===== config.mk =====
export PLATFORM = sky130hd
export DESIGN_NAME = plsc_link_codec
export DESIGN_NICKNAME = d
export VERILOG_FILES = /design/src/logic/plsc_pkg.sv /design/src/logic/plsc_bit_rx.sv /design/src/logic/plsc_link_codec.sv
export SDC_FILE = /design/constraint.sdc
export NUM_CORES = 1
export LEC_CHECK = 0
export ABC_AREA = 1
export BUFFER_PORTS_ARGS = -buffer_cell sky130_fd_sc_hd__buf_4
export CAP_MARGIN = 20
export CORE_ASPECT_RATIO = 0.8
export CORE_MARGIN = 4
export CORE_UTILIZATION = 30
export DETAILED_ROUTE_END_ITERATION = 8
export HOLD_SLACK_MARGIN = 0.1
export PLACE_DENSITY_LB_ADDON = 0.1
export SYNTH_ARGS = -nofsm -noshare
export SYNTH_HDL_FRONTEND = slang
export SYNTH_HIERARCHICAL = 1
export SYNTH_SLANG_ARGS = --single-unit

===== constraint.sdc =====
create_clock -name clk -period 3 [get_ports clk]
set_clock_uncertainty 0.2 [all_clocks]
set_input_delay 0.3 -clock clk [delete_from_list [all_inputs] [get_ports clk]]
set_output_delay 0.3 -clock clk [all_outputs]
set_load 0.03 [all_outputs]

===== src/logic/plsc_pkg.sv =====
// shared constants, types and code tables of the parallel/serial link codec
package plsc_pkg;

  // ---------------------------------------------------------------
  // timing
  // ---------------------------------------------------------------
  localparam int unsigned CLK_PERIOD_NS = 25;
  localparam int unsigned BIT_TIME_NS   = 100;
  // whole clocks per serial bit, at least one
  localparam int unsigned BIT_CYC_INT   = (BIT_TIME_NS + CLK_PERIOD_NS - 1) / CLK_PERIOD_NS;
  localparam logic [3:0]  BIT_CYCLES    = 4'(BIT_CYC_INT);
  localparam logic [3:0]  BIT_LAST      = 4'(BIT_CYC_INT - 1);
  localparam logic [3:0]  BIT_SAMPLE    = 4'(BIT_CYC_INT / 2);

  // ---------------------------------------------------------------
  // widths and symbol lengths
  // ---------------------------------------------------------------
  typedef enum logic [1:0] {
    PLSC_W8  = 2'b00,
    PLSC_W9  = 2'b01,
    PLSC_W10 = 2'b10
  } plsc_width_t;

  localparam logic [3:0] LEN_W8  = 4'ha;
  localparam logic [3:0] LEN_W9  = 4'hb;
  localparam logic [3:0] LEN_W10 = 4'hc;

  typedef enum logic [1:0] {
    RX_HUNT    = 2'b00,
    RX_ALIGNED = 2'b01
  } plsc_rx_state_t;

  // ---------------------------------------------------------------
  // symbols and reset values
  // ---------------------------------------------------------------
  localparam logic [9:0]  SYNC_SYM   = 10'h311;
  localparam logic [11:0] TX_SH_RST  = 12'hc44;
  localparam logic [3:0]  ZERO4      = 4'h0;
  localparam logic [9:0]  ZERO10     = 10'h000;
  localparam logic [11:0] ZERO12     = 12'h000;
  localparam logic        LINE_RST   = 1'b0;

  // nibble to five-bit data symbol
  function automatic logic [4:0] plsc_enc4(input logic [3:0] v);
    logic [4:0] s;
    case (v)
      4'h0: s = 5'h1e;
      4'h1: s = 5'h09;
      4'h2: s = 5'h14;
      4'h3: s = 5'h15;
      4'h4: s = 5'h0a;
      4'h5: s = 5'h0b;
      4'h6: s = 5'h0e;
      4'h7: s = 5'h0f;
      4'h8: s = 5'h12;
      4'h9: s = 5'h13;
      4'ha: s = 5'h16;
      4'hb: s = 5'h17;
      4'hc: s = 5'h1a;
      4'hd: s = 5'h1b;
      4'he: s = 5'h1c;
      default: s = 5'h1d;
    endcase
    return s;
  endfunction : plsc_enc4

  // ten-bit command symbol for a nonzero command value
  function automatic logic [9:0] plsc_cmd_sym(input logic [3:0] c);
    logic [9:0] s;
    case (c)
      4'h1: s = 10'h3ff;
      4'h2: s = 10'h1ad;
      4'h3: s = 10'h1b9;
      4'h4: s = 10'h3e4;
      4'h5: s = 10'h1a7;
      4'h6: s = 10'h327;
      4'h7: s = 10'h339;
      4'h8: s = 10'h084;
      4'h9: s = 10'h09f;
      4'ha: s = 10'h080;
      4'hb: s = 10'h0e7;
      4'hc: s = 10'h0f9;
      4'hd: s = 10'h004;
      4'he: s = 10'h01f;
      default: s = 10'h000;
    endcase
    return s;
  endfunction : plsc_cmd_sym

endpackage : plsc_pkg


===== src/logic/plsc_bit_rx.sv =====
// receive bit recovery: pin synchronisers, phase tracking and nrzi decode
`timescale 1ns/1ps
`default_nettype none
module plsc_bit_rx
  import plsc_pkg::*;
(
  input  wire logic clk,
  input  wire logic reset,
  input  wire logic test_mode,
  input  wire logic serial_in,
  input  wire logic rx_ext_bit_clk,
  output logic      bit_stb,
  output logic      bit_val
);

  typedef struct packed {
    logic       s_meta;
    logic       s_sync;
    logic       s_prev;
    logic       c_meta;
    logic       c_sync;
    logic       c_prev;
    logic [3:0] phase;
    logic       lvl;
    logic       stb;
    logic       val;
  } plsc_brx_t;

  plsc_brx_t st_r;
  plsc_brx_t st_nxt;

  always_comb begin
    st_nxt        = st_r;
    st_nxt.s_meta = serial_in;
    st_nxt.s_sync = st_r.s_meta;
    st_nxt.s_prev = st_r.s_sync;
    st_nxt.c_meta = rx_ext_bit_clk;
    st_nxt.c_sync = st_r.c_meta;
    st_nxt.c_prev = st_r.c_sync;
    st_nxt.stb    = 1'b0;
    if (test_mode) begin
      // external tracking loop supplies the sample instant
      st_nxt.phase = ZERO4;
      if (st_r.c_sync && !st_r.c_prev) begin
        st_nxt.stb = 1'b1;
        st_nxt.val = st_r.s_sync ^ st_r.lvl;
        st_nxt.lvl = st_r.s_sync;
      end
    end else begin
      // each line transition re-centres the sample point
      if (st_r.s_sync != st_r.s_prev) begin
        st_nxt.phase = 4'h1;
      end else if (st_r.phase == BIT_LAST) begin
        st_nxt.phase = ZERO4;
      end else begin
        st_nxt.phase = st_r.phase + 4'h1;
      end
      if (st_r.phase == BIT_SAMPLE) begin
        // a change of level is a one, no change a zero
        st_nxt.stb = 1'b1;
        st_nxt.val = st_r.s_sync ^ st_r.lvl;
        st_nxt.lvl = st_r.s_sync;
      end
    end
  end

  always_ff @(posedge clk) begin
    if (reset) begin
      st_r <= '0;
    end else begin
      st_r <= st_nxt;
    end
  end

  assign bit_stb = st_r.stb;
  assign bit_val = st_r.val;

endmodule : plsc_bit_rx
`default_nettype wire


===== src/logic/plsc_link_codec.sv =====
// parallel/serial link codec: block-coded nrzi transmitter and sync-framed receiver
//
// Contract
// eight-bit width: each nibble maps separately to a five-bit symbol.
// the coded word leaves as an nrzi serial stream.
// twelve lines split 8+4, 9+3 or 10+2 data plus command by width.
// host raises the load strobe; transmitter acknowledges once the word is taken.
// receiver pulses its output strobe when a new word is on its outputs.
// strobed byte periods carry the word; all others carry sync; at nine and ten bits the first period after reset carries TX_SH_RST instead.
// received sync leaves the output latch alone and raises no strobe.
// receiver finds and keeps byte boundaries from the sync pattern.
// test mode takes bit timing from outside instead of internal loops.
// receiver recovers bit timing from transitions, shifts in and decodes.
// any nonzero command bit sends a command symbol, ignoring data.
// nine-bit uses a six-bit upper group; ten-bit uses two six-bit groups.
// serial order is msb of upper group first down to lsb of lower.
// a coded one toggles the line, a coded zero holds it.
// exactly one symbol goes out per byte period.
`timescale 1ns/1ps
`default_nettype none
module plsc_link_codec
  import plsc_pkg::*;
(
  input  wire logic       clk,
  input  wire logic       reset,
  input  wire logic [1:0] width_sel,
  input  wire logic       test_mode,
  input  wire logic       tx_ext_bit_clk,
  input  wire logic       rx_ext_bit_clk,
  input  wire logic [9:0] data_in,
  input  wire logic [3:0] cmd_in,
  input  wire logic       word_load_strobe,
  output logic            word_ack,
  output logic            serial_out,
  input  wire logic       serial_in,
  output logic [9:0]      data_out,
  output logic [3:0]      cmd_out,
  output logic            word_out_strobe,
  output logic            word_out_is_cmd,
  output logic            rx_aligned
);

  // ---------------------------------------------------------------
  // state
  // ---------------------------------------------------------------
  typedef struct packed {
    logic [1:0]     wsel_meta;
    logic [1:0]     wsel;
    logic           test_meta;
    logic           test;
    logic           tclk_meta;
    logic           tclk;
    logic           tclk_prev;
    logic [3:0]     bit_div;
    logic           latch_full;
    logic           taken;
    logic [9:0]     lat_data;
    logic [3:0]     lat_cmd;
    logic           ack;
    logic [11:0]    tx_sh;
    logic [3:0]     tx_cnt;
    logic           line;
    plsc_rx_state_t rx_st;
    logic [11:0]    rx_sh;
    logic [3:0]     rx_cnt;
    logic [9:0]     dout;
    logic [3:0]     cout;
    logic           ostb;
    logic           ocmd;
  } plsc_core_t;

  plsc_core_t st_r;
  plsc_core_t st_nxt;

  logic        rx_bit_stb;
  logic        rx_bit_val;
  plsc_width_t width;

  // ---------------------------------------------------------------
  // helpers
  // ---------------------------------------------------------------
  function automatic plsc_width_t to_width(input logic [1:0] w);
    plsc_width_t r;
    case (w)
      2'b00:   r = PLSC_W8;
      2'b01:   r = PLSC_W9;
      default: r = PLSC_W10;
    endcase
    return r;
  endfunction : to_width

  function automatic logic [3:0] sym_len(input plsc_width_t w);
    logic [3:0] n;
    case (w)
      PLSC_W8: n = LEN_W8;
      PLSC_W9: n = LEN_W9;
      default: n = LEN_W10;
    endcase
    return n;
  endfunction : sym_len

  // command and sync groups carry a zero in the extra six-bit position
  function automatic logic [11:0] widen(input logic [9:0] s, input plsc_width_t w);
    logic [11:0] r;
    case (w)
      PLSC_W8: r = {2'b00, s};
      PLSC_W9: r = {2'b00, s};
      default: r = {1'b0, s[9:5], 1'b0, s[4:0]};
    endcase
    return r;
  endfunction : widen

  // coded word, right justified in twelve bits
  function automatic logic [11:0] encode(input logic [9:0] d, input logic [3:0] c,
                                         input plsc_width_t w);
    logic [11:0] r;
    logic [3:0]  cm;
    r  = ZERO12;
    cm = ZERO4;
    case (w)
      PLSC_W8: cm = c;
      PLSC_W9: cm = {1'b0, c[2:0]};
      default: cm = {2'b00, c[1:0]};
    endcase
    if (cm != ZERO4) begin
      r = widen(plsc_cmd_sym(cm), w);
    end else begin
      case (w)
        PLSC_W8: r = {2'b00, plsc_enc4(d[7:4]), plsc_enc4(d[3:0])};
        PLSC_W9: r = {1'b0, d[8], plsc_enc4(d[7:4]), plsc_enc4(d[3:0])};
        default: r = {d[8], plsc_enc4(d[7:4]), d[9], plsc_enc4(d[3:0])};
      endcase
    end
    return r;
  endfunction : encode

  function automatic logic [11:0] len_mask(input plsc_width_t w);
    logic [11:0] m;
    case (w)
      PLSC_W8: m = 12'h3ff;
      PLSC_W9: m = 12'h7ff;
      default: m = 12'hfff;
    endcase
    return m;
  endfunction : len_mask

  // five-bit data symbol back to a nibble; ok low for non-data symbols
  function automatic logic [4:0] dec5(input logic [4:0] s);
    logic [4:0] r;
    r = 5'h00;
    for (int i = 0; i < 16; i++) begin
      if (plsc_enc4(4'(i)) == s) begin
        r = {1'b1, 4'(i)};
      end
    end
    return r;
  endfunction : dec5

  // ---------------------------------------------------------------
  // bit recovery
  // ---------------------------------------------------------------
  plsc_bit_rx u_bit_rx (
    .clk            (clk),
    .reset          (reset),
    .test_mode      (st_r.test),
    .serial_in      (serial_in),
    .rx_ext_bit_clk (rx_ext_bit_clk),
    .bit_stb        (rx_bit_stb),
    .bit_val        (rx_bit_val)
  );

  assign width = to_width(st_r.wsel);

  // ---------------------------------------------------------------
  // next state
  // ---------------------------------------------------------------
  always_comb begin
    logic        tick;
    logic        sbit;
    logic [11:0] code;
    logic [11:0] sh_n;
    logic [3:0]  n;
    logic [4:0]  hi_d;
    logic [4:0]  lo_d;
    logic        hx;
    logic        lx;
    logic [9:0]  sym10;
    logic [3:0]  kmatch;
    tick   = 1'b0;
    sbit   = 1'b0;
    code   = ZERO12;
    sh_n   = ZERO12;
    n      = sym_len(width);
    hi_d   = 5'h00;
    lo_d   = 5'h00;
    hx     = 1'b0;
    lx     = 1'b0;
    sym10  = ZERO10;
    kmatch = ZERO4;

    st_nxt           = st_r;
    // mode straps come from pins, so they pass two flops first
    st_nxt.wsel_meta = width_sel;
    st_nxt.wsel      = st_r.wsel_meta;
    st_nxt.test_meta = test_mode;
    st_nxt.test      = st_r.test_meta;
    st_nxt.tclk_meta = tx_ext_bit_clk;
    st_nxt.tclk      = st_r.tclk_meta;
    st_nxt.tclk_prev = st_r.tclk;
    st_nxt.ack       = 1'b0;
    st_nxt.ostb      = 1'b0;

    // input latch: one word per strobe, strobe must fall before the next
    if (!word_load_strobe) begin
      st_nxt.taken = 1'b0;
    end
    if (word_load_strobe && !st_r.taken && !st_r.latch_full) begin
      st_nxt.latch_full = 1'b1;
      st_nxt.taken      = 1'b1;
      st_nxt.lat_data   = data_in;
      st_nxt.lat_cmd    = cmd_in;
      st_nxt.ack        = 1'b1;
    end

    // bit timing: internal divider, or external clock in test mode
    if (st_r.test) begin
      st_nxt.bit_div = ZERO4;
      tick = st_r.tclk && !st_r.tclk_prev;
    end else if (st_r.bit_div == BIT_LAST) begin
      st_nxt.bit_div = ZERO4;
      tick = 1'b1;
    end else begin
      st_nxt.bit_div = st_r.bit_div + 4'h1;
    end

    // transmit shifter, left justified so the msb leaves first
    if (tick) begin
      sbit         = st_r.tx_sh[11];
      st_nxt.line  = st_r.line ^ sbit;
      st_nxt.tx_sh = {st_r.tx_sh[10:0], 1'b0};
      if (st_r.tx_cnt >= n - 4'h1) begin
        // byte boundary: the held word if strobed, else sync
        st_nxt.tx_cnt = ZERO4;
        if (st_r.latch_full) begin
          code              = encode(st_r.lat_data, st_r.lat_cmd, width);
          st_nxt.latch_full = 1'b0;
        end else begin
          code = widen(SYNC_SYM, width);
        end
        st_nxt.tx_sh = code << (4'hc - n);
      end else begin
        st_nxt.tx_cnt = st_r.tx_cnt + 4'h1;
      end
    end

    // receive framer and decoder
    if (rx_bit_stb) begin
      sh_n         = {st_r.rx_sh[10:0], rx_bit_val};
      st_nxt.rx_sh = sh_n;
      case (width)
        PLSC_W8: begin
          hx    = 1'b0;
          lx    = 1'b0;
          sym10 = sh_n[9:0];
        end
        PLSC_W9: begin
          hx    = sh_n[10];
          lx    = 1'b0;
          sym10 = sh_n[9:0];
        end
        default: begin
          hx    = sh_n[11];
          lx    = sh_n[5];
          sym10 = {sh_n[10:6], sh_n[4:0]};
        end
      endcase
      hi_d = dec5(sym10[9:5]);
      lo_d = dec5(sym10[4:0]);
      for (int k = 1; k < 16; k++) begin
        if (plsc_cmd_sym(4'(k)) == sym10) begin
          kmatch = 4'(k);
        end
      end
      if ((sh_n & len_mask(width)) == widen(SYNC_SYM, width)) begin
        // sync fixes the boundary and leaves the output latch alone
        st_nxt.rx_st  = RX_ALIGNED;
        st_nxt.rx_cnt = ZERO4;
      end else if (st_r.rx_st == RX_ALIGNED) begin
        if (st_r.rx_cnt >= n - 4'h1) begin
          st_nxt.rx_cnt = ZERO4;
          if (hi_d[4] && lo_d[4]) begin
            st_nxt.dout = ZERO10;
            st_nxt.dout[7:0] = {hi_d[3:0], lo_d[3:0]};
            if (width != PLSC_W8) begin
              st_nxt.dout[8] = hx;
            end
            if (width == PLSC_W10) begin
              st_nxt.dout[9] = lx;
            end
            st_nxt.cout = ZERO4;
            st_nxt.ostb = 1'b1;
            st_nxt.ocmd = 1'b0;
          end else if (kmatch != ZERO4 && !hx && !lx) begin
            st_nxt.cout = kmatch;
            st_nxt.ostb = 1'b1;
            st_nxt.ocmd = 1'b1;
          end else begin
            // a code violation means the boundary is lost; hunt again
            st_nxt.rx_st = RX_HUNT;
          end
        end else begin
          st_nxt.rx_cnt = st_r.rx_cnt + 4'h1;
        end
      end
    end
  end

  // ---------------------------------------------------------------
  // registers
  // ---------------------------------------------------------------
  always_ff @(posedge clk) begin
    if (reset) begin
      st_r       <= '0;
      st_r.tx_sh <= TX_SH_RST;
      st_r.line  <= LINE_RST;
      st_r.rx_st <= RX_HUNT;
    end else begin
      st_r <= st_nxt;
    end
  end

  assign word_ack        = st_r.ack;
  assign serial_out      = st_r.line;
  assign data_out        = st_r.dout;
  assign cmd_out         = st_r.cout;
  assign word_out_strobe = st_r.ostb;
  assign word_out_is_cmd = st_r.ocmd;
  assign rx_aligned      = (st_r.rx_st == RX_ALIGNED);

endmodule : plsc_link_codec
`default_nettype wire


# [Yosys cells after proc, flatten, opt, wreduce, memory -nomap -nowiden]
# Memories as Yosys holds them, arrays and structs flattened. A register that Yosys moved wholly into a read port is not among the register bits.
# Index checks and enable logic that the tools add are counted.
[word_totals] register_bits=93 mem_bits_ro=640 input_bits=23 out_inout_bits=19 word_cells=292 n_memories=7
[memory_table] memory="(no name shown)" words=16 word_bits=10 read_ports=1 rd_clocked_by_memory_dff=0 write_ports=0 line_no="plsc_pkg.sv:70" text="case (c)"
[memory_table] memory="(no name shown)" words=16 word_bits=5 read_ports=1 rd_clocked_by_memory_dff=1 write_ports=0 line_no="plsc_pkg.sv:46" text="case (v)"
[memory_table] memory="(no name shown)" words=16 word_bits=5 read_ports=1 rd_clocked_by_memory_dff=1 write_ports=0 line_no="plsc_pkg.sv:46"
[memory_table] memory="(no name shown)" words=16 word_bits=5 read_ports=1 rd_clocked_by_memory_dff=1 write_ports=0 line_no="plsc_pkg.sv:46"
[memory_table] memory="(no name shown)" words=16 word_bits=5 read_ports=1 rd_clocked_by_memory_dff=1 write_ports=0 line_no="plsc_pkg.sv:46"
[memory_table] memory="(no name shown)" words=16 word_bits=5 read_ports=1 rd_clocked_by_memory_dff=1 write_ports=0 line_no="plsc_pkg.sv:46"
[memory_table] memory="1 more memories"
[op_classes] add_sub_neg=6 n_lt_le_gt_ge=2 eq_ne=60 shifts=1 mux=143 n_bitwise=7 reduce_logical=32
[ops] op="$mux 5" count=50
[ops] op="$mux 10" count=18
[ops] op="$eq 5x5->1" count=32
[ops] op="$eq 10x10->1" count=15
[ops] op="$mux 4" count=33
[ops] op="$mux 12" count=7
[ops] op="$pmux 12 s2" count=2
[ops] op="$mux 11" count=2
[ops] op="$mux 20" count=1
[ops] op="$mux 17" count=1
[ops] op="$add 4x1->4 const B" count=4
[ops] op="$mux 16" count=1
[ops] op="$reduce_and 5->1" count=3
[ops] op="$mux 1" count=14
[ops] op="$and 12x12->12" count=1
[ops] op="$eq 12x12->1" count=1
[ops] op="$eq 4x2->1 const B" count=3
[ops] op="$mux 6" count=2
[ops] op="$shl 12x4->12" count=1
[ops] op="$mux 2" count=5
[ops] op="$reduce_bool 2->1" count=5
[ops] op="$mux 3" count=3
[ops] op="$ge 4x4->1" count=2
[ops] op="$pmux 4 s2" count=1
[ops] op="21 further kinds" count=44

# [Logic depth before layout (Yosys ltp)]
# Gate-level depths: netlist of the first run.
[depth] ltp_word=31 ltp_mapped=16 ltp_nobuf=16

# [By module]
# Netlist of the first run, hierarchy kept.
[by_module_without_submodules] mod="plsc_link_codec" n_inst=1 cells_per_inst=730 area_per_inst_um2=4901.0 seq_area_each_um2=1781.7
[by_module_without_submodules] mod="plsc_bit_rx" n_inst=1 cells_per_inst=63 area_per_inst_um2=500.5 seq_area_each_um2=260.2

# [Least setup slack after synthesis of the first run]
# Ideal clock, no wire load.
[synth_timing] path_kind="register -> register" startpoint="register st_r[78] (netlist name)" endpoint="register st_r[45] (netlist name)" setup_ns=0.139 arrival_ns=2.033 required_time_ns=2.661 path_slack_ns=0.629 path_stages_with_launch=12 path_buffers=2 period_less_slack_ns=2.371 cell_sequence="dfxtp_1 -> buf_4 -> nor2_4 -> ha_1 -> o21ai_0 -> a21boi_1 -> inv_1 -> clkbuf_1 -> a21oi_1 -> nand2_1 -> o21ai_0 -> o2111ai_1"
[synth_between] elab_chain_cells=15 word_cells_on_any_way=25 cone_classes="2 x add/sub; 1 x order compare; 2 x eq/ne; 1 x shift; 14 x mux; 4 x reduce/logical; 1 x memory"
[synth_rtl] item="from (decl)" line_no="plsc_link_codec.sv:72" text="plsc_core_t st_r;"
[synth_rtl] item="from (signal assigned)" line_no="plsc_link_codec.sv:328" text="st_r <= st_nxt;"
[synth_rtl] item="$eq 2x1->1 / $logic_not 2->1 (equally long branches)" line_no="plsc_link_codec.sv:84" text="case (w)"
[synth_rtl] item="$pmux 2 s2 *" line_no="plsc_link_codec.sv:84"
[synth_rtl] item="$eq 2x1->1 / $logic_not 2->1 (equally long branches)"
[synth_rtl] item="$pmux 4 s2" line_no="plsc_link_codec.sv:120" text="case (w)"
[synth_rtl] item="$mux 4" line_no="plsc_link_codec.sv:244" text="if (st_r.latch_full) begin"
[synth_rtl] item="$mux 4" line_no="plsc_link_codec.sv:241" text="if (st_r.tx_cnt >= n - 4'h1) begin"
[synth_rtl] item="$mux 4" line_no="plsc_link_codec.sv:237" text="if (tick) begin"
[synth_rtl] item="$mem_v2 16x10"
[synth_rtl] item="$mux 11" line_no="plsc_link_codec.sv:105" text="case (w)"
[synth_rtl] item="$mux 12" line_no="plsc_link_codec.sv:125" text="if (cm != ZERO4) begin"
[synth_rtl] item="$mux 12" line_no="plsc_link_codec.sv:244"
[synth_rtl] item="$mux 12" line_no="plsc_link_codec.sv:241"
[synth_rtl] item="$mux 12" line_no="plsc_link_codec.sv:237"
[synth_rtl] item="$shl 12x4->12" line_no="plsc_link_codec.sv:250" text="st_nxt.tx_sh = code << (4'hc - n);"
[synth_rtl] item="$mux 12 *" line_no="plsc_link_codec.sv:241"
# Every way passes the cells marked *; elsewhere a longest branch is shown, timed or not. The select of a mux whose other input is x is not followed.
# A chain may end at the register's enable or synchronous reset.

# [Worst setup path after layout of the first run]
[layout_timing] startpoint="register st_r[23] (netlist name)" endpoint="register st_r (netlist bit data_out[0])"
[layout_between] elab_chain_cells=22 word_cells_on_any_way=40 cone_classes="17 x eq/ne; 19 x mux; 2 x bitwise; 2 x reduce/logical"
[layout_rtl] item="$mux 10" line_no="plsc_link_codec.sv:260" text="case (width)"
[layout_rtl] item="$mux 10" line_no="plsc_link_codec.sv:257" text="if (rx_bit_stb) begin"
[layout_rtl] item="$eq 5x5->1" line_no="plsc_link_codec.sv:152" text="if (plsc_enc4(4'(i)) == s) begin"
[layout_rtl] item="$mux 5 (16 in series)" line_no="plsc_link_codec.sv:152"
[layout_rtl] item="$mux 5" line_no="plsc_link_codec.sv:257"
[layout_rtl] item="$logic_and 1x1->1" line_no="plsc_link_codec.sv:291" text="if (hi_d[4] && lo_d[4]) begin"
[layout_rtl] item="$reduce_and 5->1 (no source line)"
# Parallel ways exist; a longest one is shown, timed or not. The select of a mux whose other input is x is not followed.

==> results of run 1 <==
cells by family after synthesis:
family / share of synthesized area [%]
simple gates: 29.35
fa+ha+maj: 3.243
flops: 37.80
xor+xnor: 0.6487
buf+inv: 10.66
compound gates: 18.30
cell usage in the layout, fill, tap and decap left out, types with 9 or more instances in the layout:
master / instances
nand2_1: 136
nand2_2: 12
nand3_1: 47
nor2_1: 112
a21oi_1: 68
dlygate4sd3_1: 21
nor3_1: 19
dfxtp_1: 102
o21ai_0: 67
clkbuf_16: 9
buf_4: 54
ha_1: 14
inv_1: 90
nand4_1: 13
state kept, by name, indices dropped and copies added, names as in the netlist, named ones only:
register and cells:
cmd_out 4, u_bit_rx/bit_val 1, word_out_is_cmd 1, serial_out 1, st_nxt 5, u_bit_rx/st_nxt 4
u_bit_rx/st_r 7, data_out 10, word_ack 1, word_out_strobe 1, u_bit_rx/bit_stb 1, st_r 56
timing repair:
action                                  4_1_cts  5_1_grt
gates resized for setup                       0        0
hold buffers                                 21        0
endpoints found under the setup margin        0        0
endpoints found under the hold margin        21        0
setup buffers                                 0        0
cell type report:
class / count / area [µm²] / area share (%)
multi-input combinational: 556 / 2784 / 43.78
timing repair buffer: 75 / 615.6 / 9.681
inverter: 95 / 356.6 / 5.608
tap: 225 / 281.5 / 4.427
clock buffer: 9 / 225.2 / 3.542
sequential: 102 / 2042 / 32.11
clock inverter: 7 / 53.80 / 0.8461
routing by layer:
metal	vias up	part of all wire, %	global-route usage [%]	wire length [µm]
li1	2703	-	-	-
met1	2337	56	24.04	8282
met2	109	39	20.39	5832
met3	7	4.2	3.409	630
met4	0	0.57	3.159	85
met5	-	0	0	0
through the flow:
step                power [mW]  area, µm²  hold slack (ns)  util [%]  cells
finish                   3.178       6359           0.1932     36.36   1069
global route             3.377       6359           0.2056     36.36   1069
CTS                      3.229       6359           0.1946     36.36   1069
detailed placement       2.056       5869           0.2006     33.57   1032
global placement         2.055       5869           0.1953     33.57   1032
floorplan                1.888       5401           0.1883         -    793
worst max-delay path: cells and delay by family (launching register included):
family	cells	cell delay [ns]
buffers and inverters	2	0.58
AO/OA/AOI/OAI	3	0.61
AND/OR/NAND/NOR	4	0.59
flip-flops	1	0.57
path summary, 6_finish.rpt:
path                                    startpoint            endpoint  slack (ns)  depth (start not counted)
worst max-delay path                      st_r[23]         data_out[0]        0.33                          9
worst min-delay path                         reset          st_nxt[72]        0.19                          2
worst max register to register            st_r[23]         data_out[0]        0.33                          9
worst min register to register  u_bit_rx/st_nxt[8]  u_bit_rx/st_nxt[7]        0.21                          2
power by group through the flow:
stage	clock, mW	sequential, mW	combinational (mW)
after floorplan	0	1.51	0.376
after global placement	0	1.52	0.532
after detailed placement	0	1.53	0.531
after CTS	1.18	1.49	0.555
after global routing	1.24	1.50	0.634
final	1.13	1.49	0.553
==> impl_metrics.env, run 1 <==
export IMPL_slew_limit_headroom_pct=62.99
export IMPL_synthFlopType="dfxtp_1"
export IMPL_sw_frac_of_total_pct=30.50
export IMPL_area_growth_pct=17.72
export IMPL_required_ns=3.05
export IMPL_drv_slew=0
export IMPL_track_usage_pct=15.08
export IMPL_endpoint_kind="flip-flop"
export IMPL_syn_nets=830
export IMPL_grt_setup_unrepaired="false"
export IMPL_hold_path_class="input port to flip-flop"
export IMPL_cts_tree="done"
export IMPL_p_leak_nw=2.806
export IMPL_ys_warn_count=6
export IMPL_intPower_mw=2.208
export IMPL_worst_pin_slew_ns=0.5546
export IMPL_antenna_found_initial=0
export IMPL_diodes=0
export IMPL_finalSetupViolCount=0
export IMPL_power_frac_comb_pct=17.4
export IMPL_drt_iter0_drc=349
export IMPL_place_congestion=0.8792
export IMPL_cp_max_fo=19
export IMPL_cts_sinks=102
export IMPL_vias=5156
export IMPL_criticalPathCategory="flip-flop to flip-flop"
export IMPL_clk_latency_ns=0.35
export IMPL_drive_gt1_share_pct=11.85
export IMPL_status="completed"
export IMPL_timing_final_crit_share_pct=88.90
export IMPL_async_reset_ff_share_pct=0
export IMPL_syn_inst=793
export IMPL_cp_start_kind="flip-flop"
export IMPL_grt_max_degree=42
export IMPL_io_buffers=41
export IMPL_clkPwrFrac_pct=35.6
export IMPL_synth_most_common_cell="nand2_1"
export IMPL_power_density_nw_per_um2=499.7
export IMPL_root_buffer="clkbuf_16"
export IMPL_cap_violations=0
export IMPL_ys_top_cells_by_area="dfxtp_1, nand2_1, nor2_1"
export IMPL_io_pins=42
export IMPL_worstPathArrival_ns=2.71
export IMPL_avgSynthCellArea_um2=6.811
export IMPL_drt_vias_per_instance=4.823
export IMPL_sequentialPowerShare_pct=47.0
export IMPL_yosysUniqueCellTypes=47
export IMPL_cts_buffers=9
export IMPL_synth_edff_count=0
export IMPL_yosys_register_bits=102
export IMPL_yosys_area_top_type="dfxtp_1"
export IMPL_yosysSeqAreaShare_pct=37.80
export IMPL_cp_slowest_stage_delay_ns=0.57
export IMPL_hold_viol=0
export IMPL_setup_tns_ns=0
export IMPL_fin_crit_ns=2.667
export IMPL_clock_path_buffers=2
export IMPL_cts_htree_levels=3
export IMPL_initial_core_util_pct=30.89
export IMPL_grt_pass1_wl_um=24410
export IMPL_wl_um=14830
export IMPL_layout_nets=876
export IMPL_rows=43
export IMPL_ant_nets=0
export IMPL_die_area_um2=20230
export IMPL_netSwitchingPower_mw=0.9692
export IMPL_num_fill_cells=1890
export IMPL_first_global_vias=4714
export IMPL_wire_per_inst_um=13.87
export IMPL_max_freq_mhz=375.0
export IMPL_synth_top_area_share_pct=37.80
export IMPL_fp_dieW_um=158.0
export IMPL_pre_cts_ws_ns=0.3511
export IMPL_die_h_um=128.0
export IMPL_clk_pin_slew_worst_paths_ns=0.07
export IMPL_syn_area_um2=5401
export IMPL_drtPass1Iterations=5
export IMPL_peakVddDrop_v=0.0002364
export IMPL_coreArea_um2=17490
export IMPL_critPathSlowestCell="dfxtp_1"
export IMPL_drc_errors=0
export IMPL_hpwl_um=11080
export IMPL_fin_ws_ns=0.3330
export IMPL_crit_chain="inv_1 -> o31ai_1 -> a31oi_1 -> nand4_1 -> nand3_4 -> inv_2 -> o21ai_0 -> nor3_1 -> nor2_1"
export IMPL_synthTopCellsByCount="nand2_1, nor2_1, dfxtp_1, inv_1, a21oi_1"
export IMPL_grt_ovfl_total=0
(Power assumes the default switching activity.)
==> run 2, diff against run 1 <==
- SYNTH_HIERARCHICAL: 1 -> unset
- clock period: 3 -> 2.2 ns (I/O delays scaled with it)
==> impl_metrics.env, run 2 <==
export IMPL_status="finished, violations left"
export IMPL_violations="setup timing"
export IMPL_grt_pass1_wl_um=25250
export IMPL_slew_limit_headroom_pct=61.17
export IMPL_cts_tree="done"
export IMPL_fin_crit_ns=2.233
export IMPL_clk_pin_slew_worst_paths_ns=0.08
export IMPL_required_ns=2.29
export IMPL_yosys_register_bits=102
export IMPL_ys_top_cells_by_area="dfxtp_1, nand2_1, nor2_1"
export IMPL_wl_um=15500
export IMPL_synth_edff_count=0
export IMPL_io_buffers=41
export IMPL_placed_cells=1072
export IMPL_grt_max_degree=24
export IMPL_p_total_mw=4.696
export IMPL_yosysUniqueCellTypes=51
export IMPL_routed_wl_met3_um=629
export IMPL_io_pins=42
export IMPL_layout_commonest_cell="buf_4"
export IMPL_drive_gt1_share_pct=30.72
export IMPL_cts_htree_levels=3
export IMPL_synth_top_area_share_pct=37.48
export IMPL_yosysSeqAreaShare_pct=37.48
export IMPL_antenna_found_initial=0
export IMPL_track_usage_pct=15.32
export IMPL_cap_violations=0
export IMPL_drtPass1Iterations=8
export IMPL_grt_setup_unrepaired="true"
export IMPL_worstPathArrival_ns=2.33
export IMPL_finalSetupViolCount=4
export IMPL_top_register="st_r"
export IMPL_clk_latency_ns=0.36
export IMPL_drv_slew=0
export IMPL_root_buffer="clkbuf_16"
export IMPL_coreArea_um2=17590
export IMPL_worst_pin_slew_ns=0.5764
export IMPL_synthTopCellsByCount="nand2_1, dfxtp_1, nor2_1, inv_1, o21ai_0"
export IMPL_fp_dieW_um=158.7
export IMPL_diodes=0
export IMPL_grt_ovfl_total=0
export IMPL_synth_most_common_cell="nand2_1"
export IMPL_max_freq_mhz=447.8
export IMPL_clock_path_buffers=2
export IMPL_place_congestion=0.8692
export IMPL_syn_nets=805
export IMPL_p_leak_nw=3.182
export IMPL_setup_tns_ns=-0.1162
export IMPL_drt_iter0_drc=315
export IMPL_drt_vias_per_instance=4.746
export IMPL_cp_max_fo=7
export IMPL_highest_layer="met4"
export IMPL_initial_core_util_pct=30.97
export IMPL_largest_register_ffs=56
export IMPL_die_area_um2=20390
export IMPL_wl_met2_um=6426
export IMPL_syn_area_um2=5448
export IMPL_avgSynthCellArea_um2=7.093
export IMPL_cts_sinks=102
export IMPL_hold_viol=0
export IMPL_first_global_vias=5069
export IMPL_area_growth_pct=36.50
export IMPL_hold_ws_ns=0.2051
export IMPL_layout_nets=937
export IMPL_syn_inst=768
export IMPL_final_util_pct=42.27
export IMPL_cp_start_kind="flip-flop"
export IMPL_rows=43
export IMPL_ys_warn_count=0
export IMPL_criticalPathCategory="flip-flop to flip-flop"
export IMPL_synthFlopType="dfxtp_1"
export IMPL_cts_buffers=9
export IMPL_async_reset_ff_share_pct=0
export IMPL_die_h_um=128.5
export IMPL_met1_length_um=8207
export IMPL_timing_final_crit_share_pct=101.5
export IMPL_stdcell_count=1130
export IMPL_hpwl_um=11460
export IMPL_layout_common_cells="buf_4, nand2_1, dfxtp_1, nor2_1, inv_1"
export IMPL_vias=5363
export IMPL_drc_errors=0
export IMPL_hold_path_class="flip-flop to flip-flop"
export IMPL_ant_nets=0
export IMPL_power_density_nw_per_um2=631.5
export IMPL_peakVddDrop_v=0.0003420
export IMPL_fin_ws_ns=-0.03332
export IMPL_wire_per_inst_um=13.71
export IMPL_yosys_area_top_type="dfxtp_1"
export IMPL_endpoint_kind="flip-flop"
[run 2: kinds of logic (layout without fill, tap and decap cells)]
group | count (synthesis) | in the layout | synth area share (%)
simple gates | 348 | 348 | 29.97
compound gates | 168 | 168 | 17.75
buf+inv | 130 | 267 | 10.56
flops | 102 | 102 | 37.48
fa+ha+maj | 14 | 14 | 3.215
xor+xnor | 4 | 4 | 0.6432
mux | 2 | 2 | 0.3675
[run 2: layout make-up]
cell class                      instances  area [µm²]
Multi-Input combinational cell        536        3141
Timing Repair Buffer                  162        1318
Fill cell                            1778       10160
Tap cell                              225       281.5
Sequential cell                       102        2052
Clock buffer                           10       229.0
Clock inverter                          6       60.06
Inverter                               89       355.3
[run 2: worst max-delay path, cell delays in order, from the launching register on]
cell and delay [ns]:
dfxtp_4 0.46, buf_12 0.16, nand2_8 0.06, nand2_8 0.08, nand4_1 0.21, a21oi_2 0.23, nor2_1 0.07, nand3_1 0.12
nor2_2 0.05, nand3_2 0.08, nand2_4 0.06, nor2_4 0.19, nand2_2 0.08, a21oi_2 0.11
[run 2: power by group]
group          leakage (nW)  switching (mW)  total [mW]  internal (mW)
sequential            0.836          0.0685        2.03           1.96
clock                 0.143           0.798        1.60          0.804
combinational          2.20           0.600        1.07          0.466
[run 2: path summary, 6_finish.rpt]
kind / startpoint / endpoint / slack [ns] / cells past startpoint
setup reg to reg: st_r[78] / cmd_out[1] / -0.03 / 13
hold / removal: u_bit_rx.st_nxt[8] / u_bit_rx.st_nxt[7] / 0.21 / 2
hold reg to reg: u_bit_rx.st_nxt[8] / u_bit_rx.st_nxt[7] / 0.21 / 2
setup / recovery: st_r[78] / cmd_out[1] / -0.03 / 13
[run 2: stage by stage]
step	area, µm²	worst slack [ns]
detailed placement	6431	-0.1052
finish	7436	-0.03332
global route	7436	-0.1790
global placement	6431	-0.09242
CTS	7047	-0.005620
floorplan	5488	-0.06151
[run 2: per-layer routing]
layer | up-vias | track usage [%]
met2 | 114 | 22.02
met4 | 0 | 3.511
met5 | - | 0
met3 | 23 | 3.531
met1 | 2437 | 23.14
li1 | 2789 | -
[run 2: what timing repair did]
item,4_1_cts,5_1_grt
endpoints found under the setup margin,8,39
hold endpoints to repair,30,0
pin swaps,5,33
cloned,0,1
buffers inserted,2,14
resized for setup,18,74
hold buffers,25,0
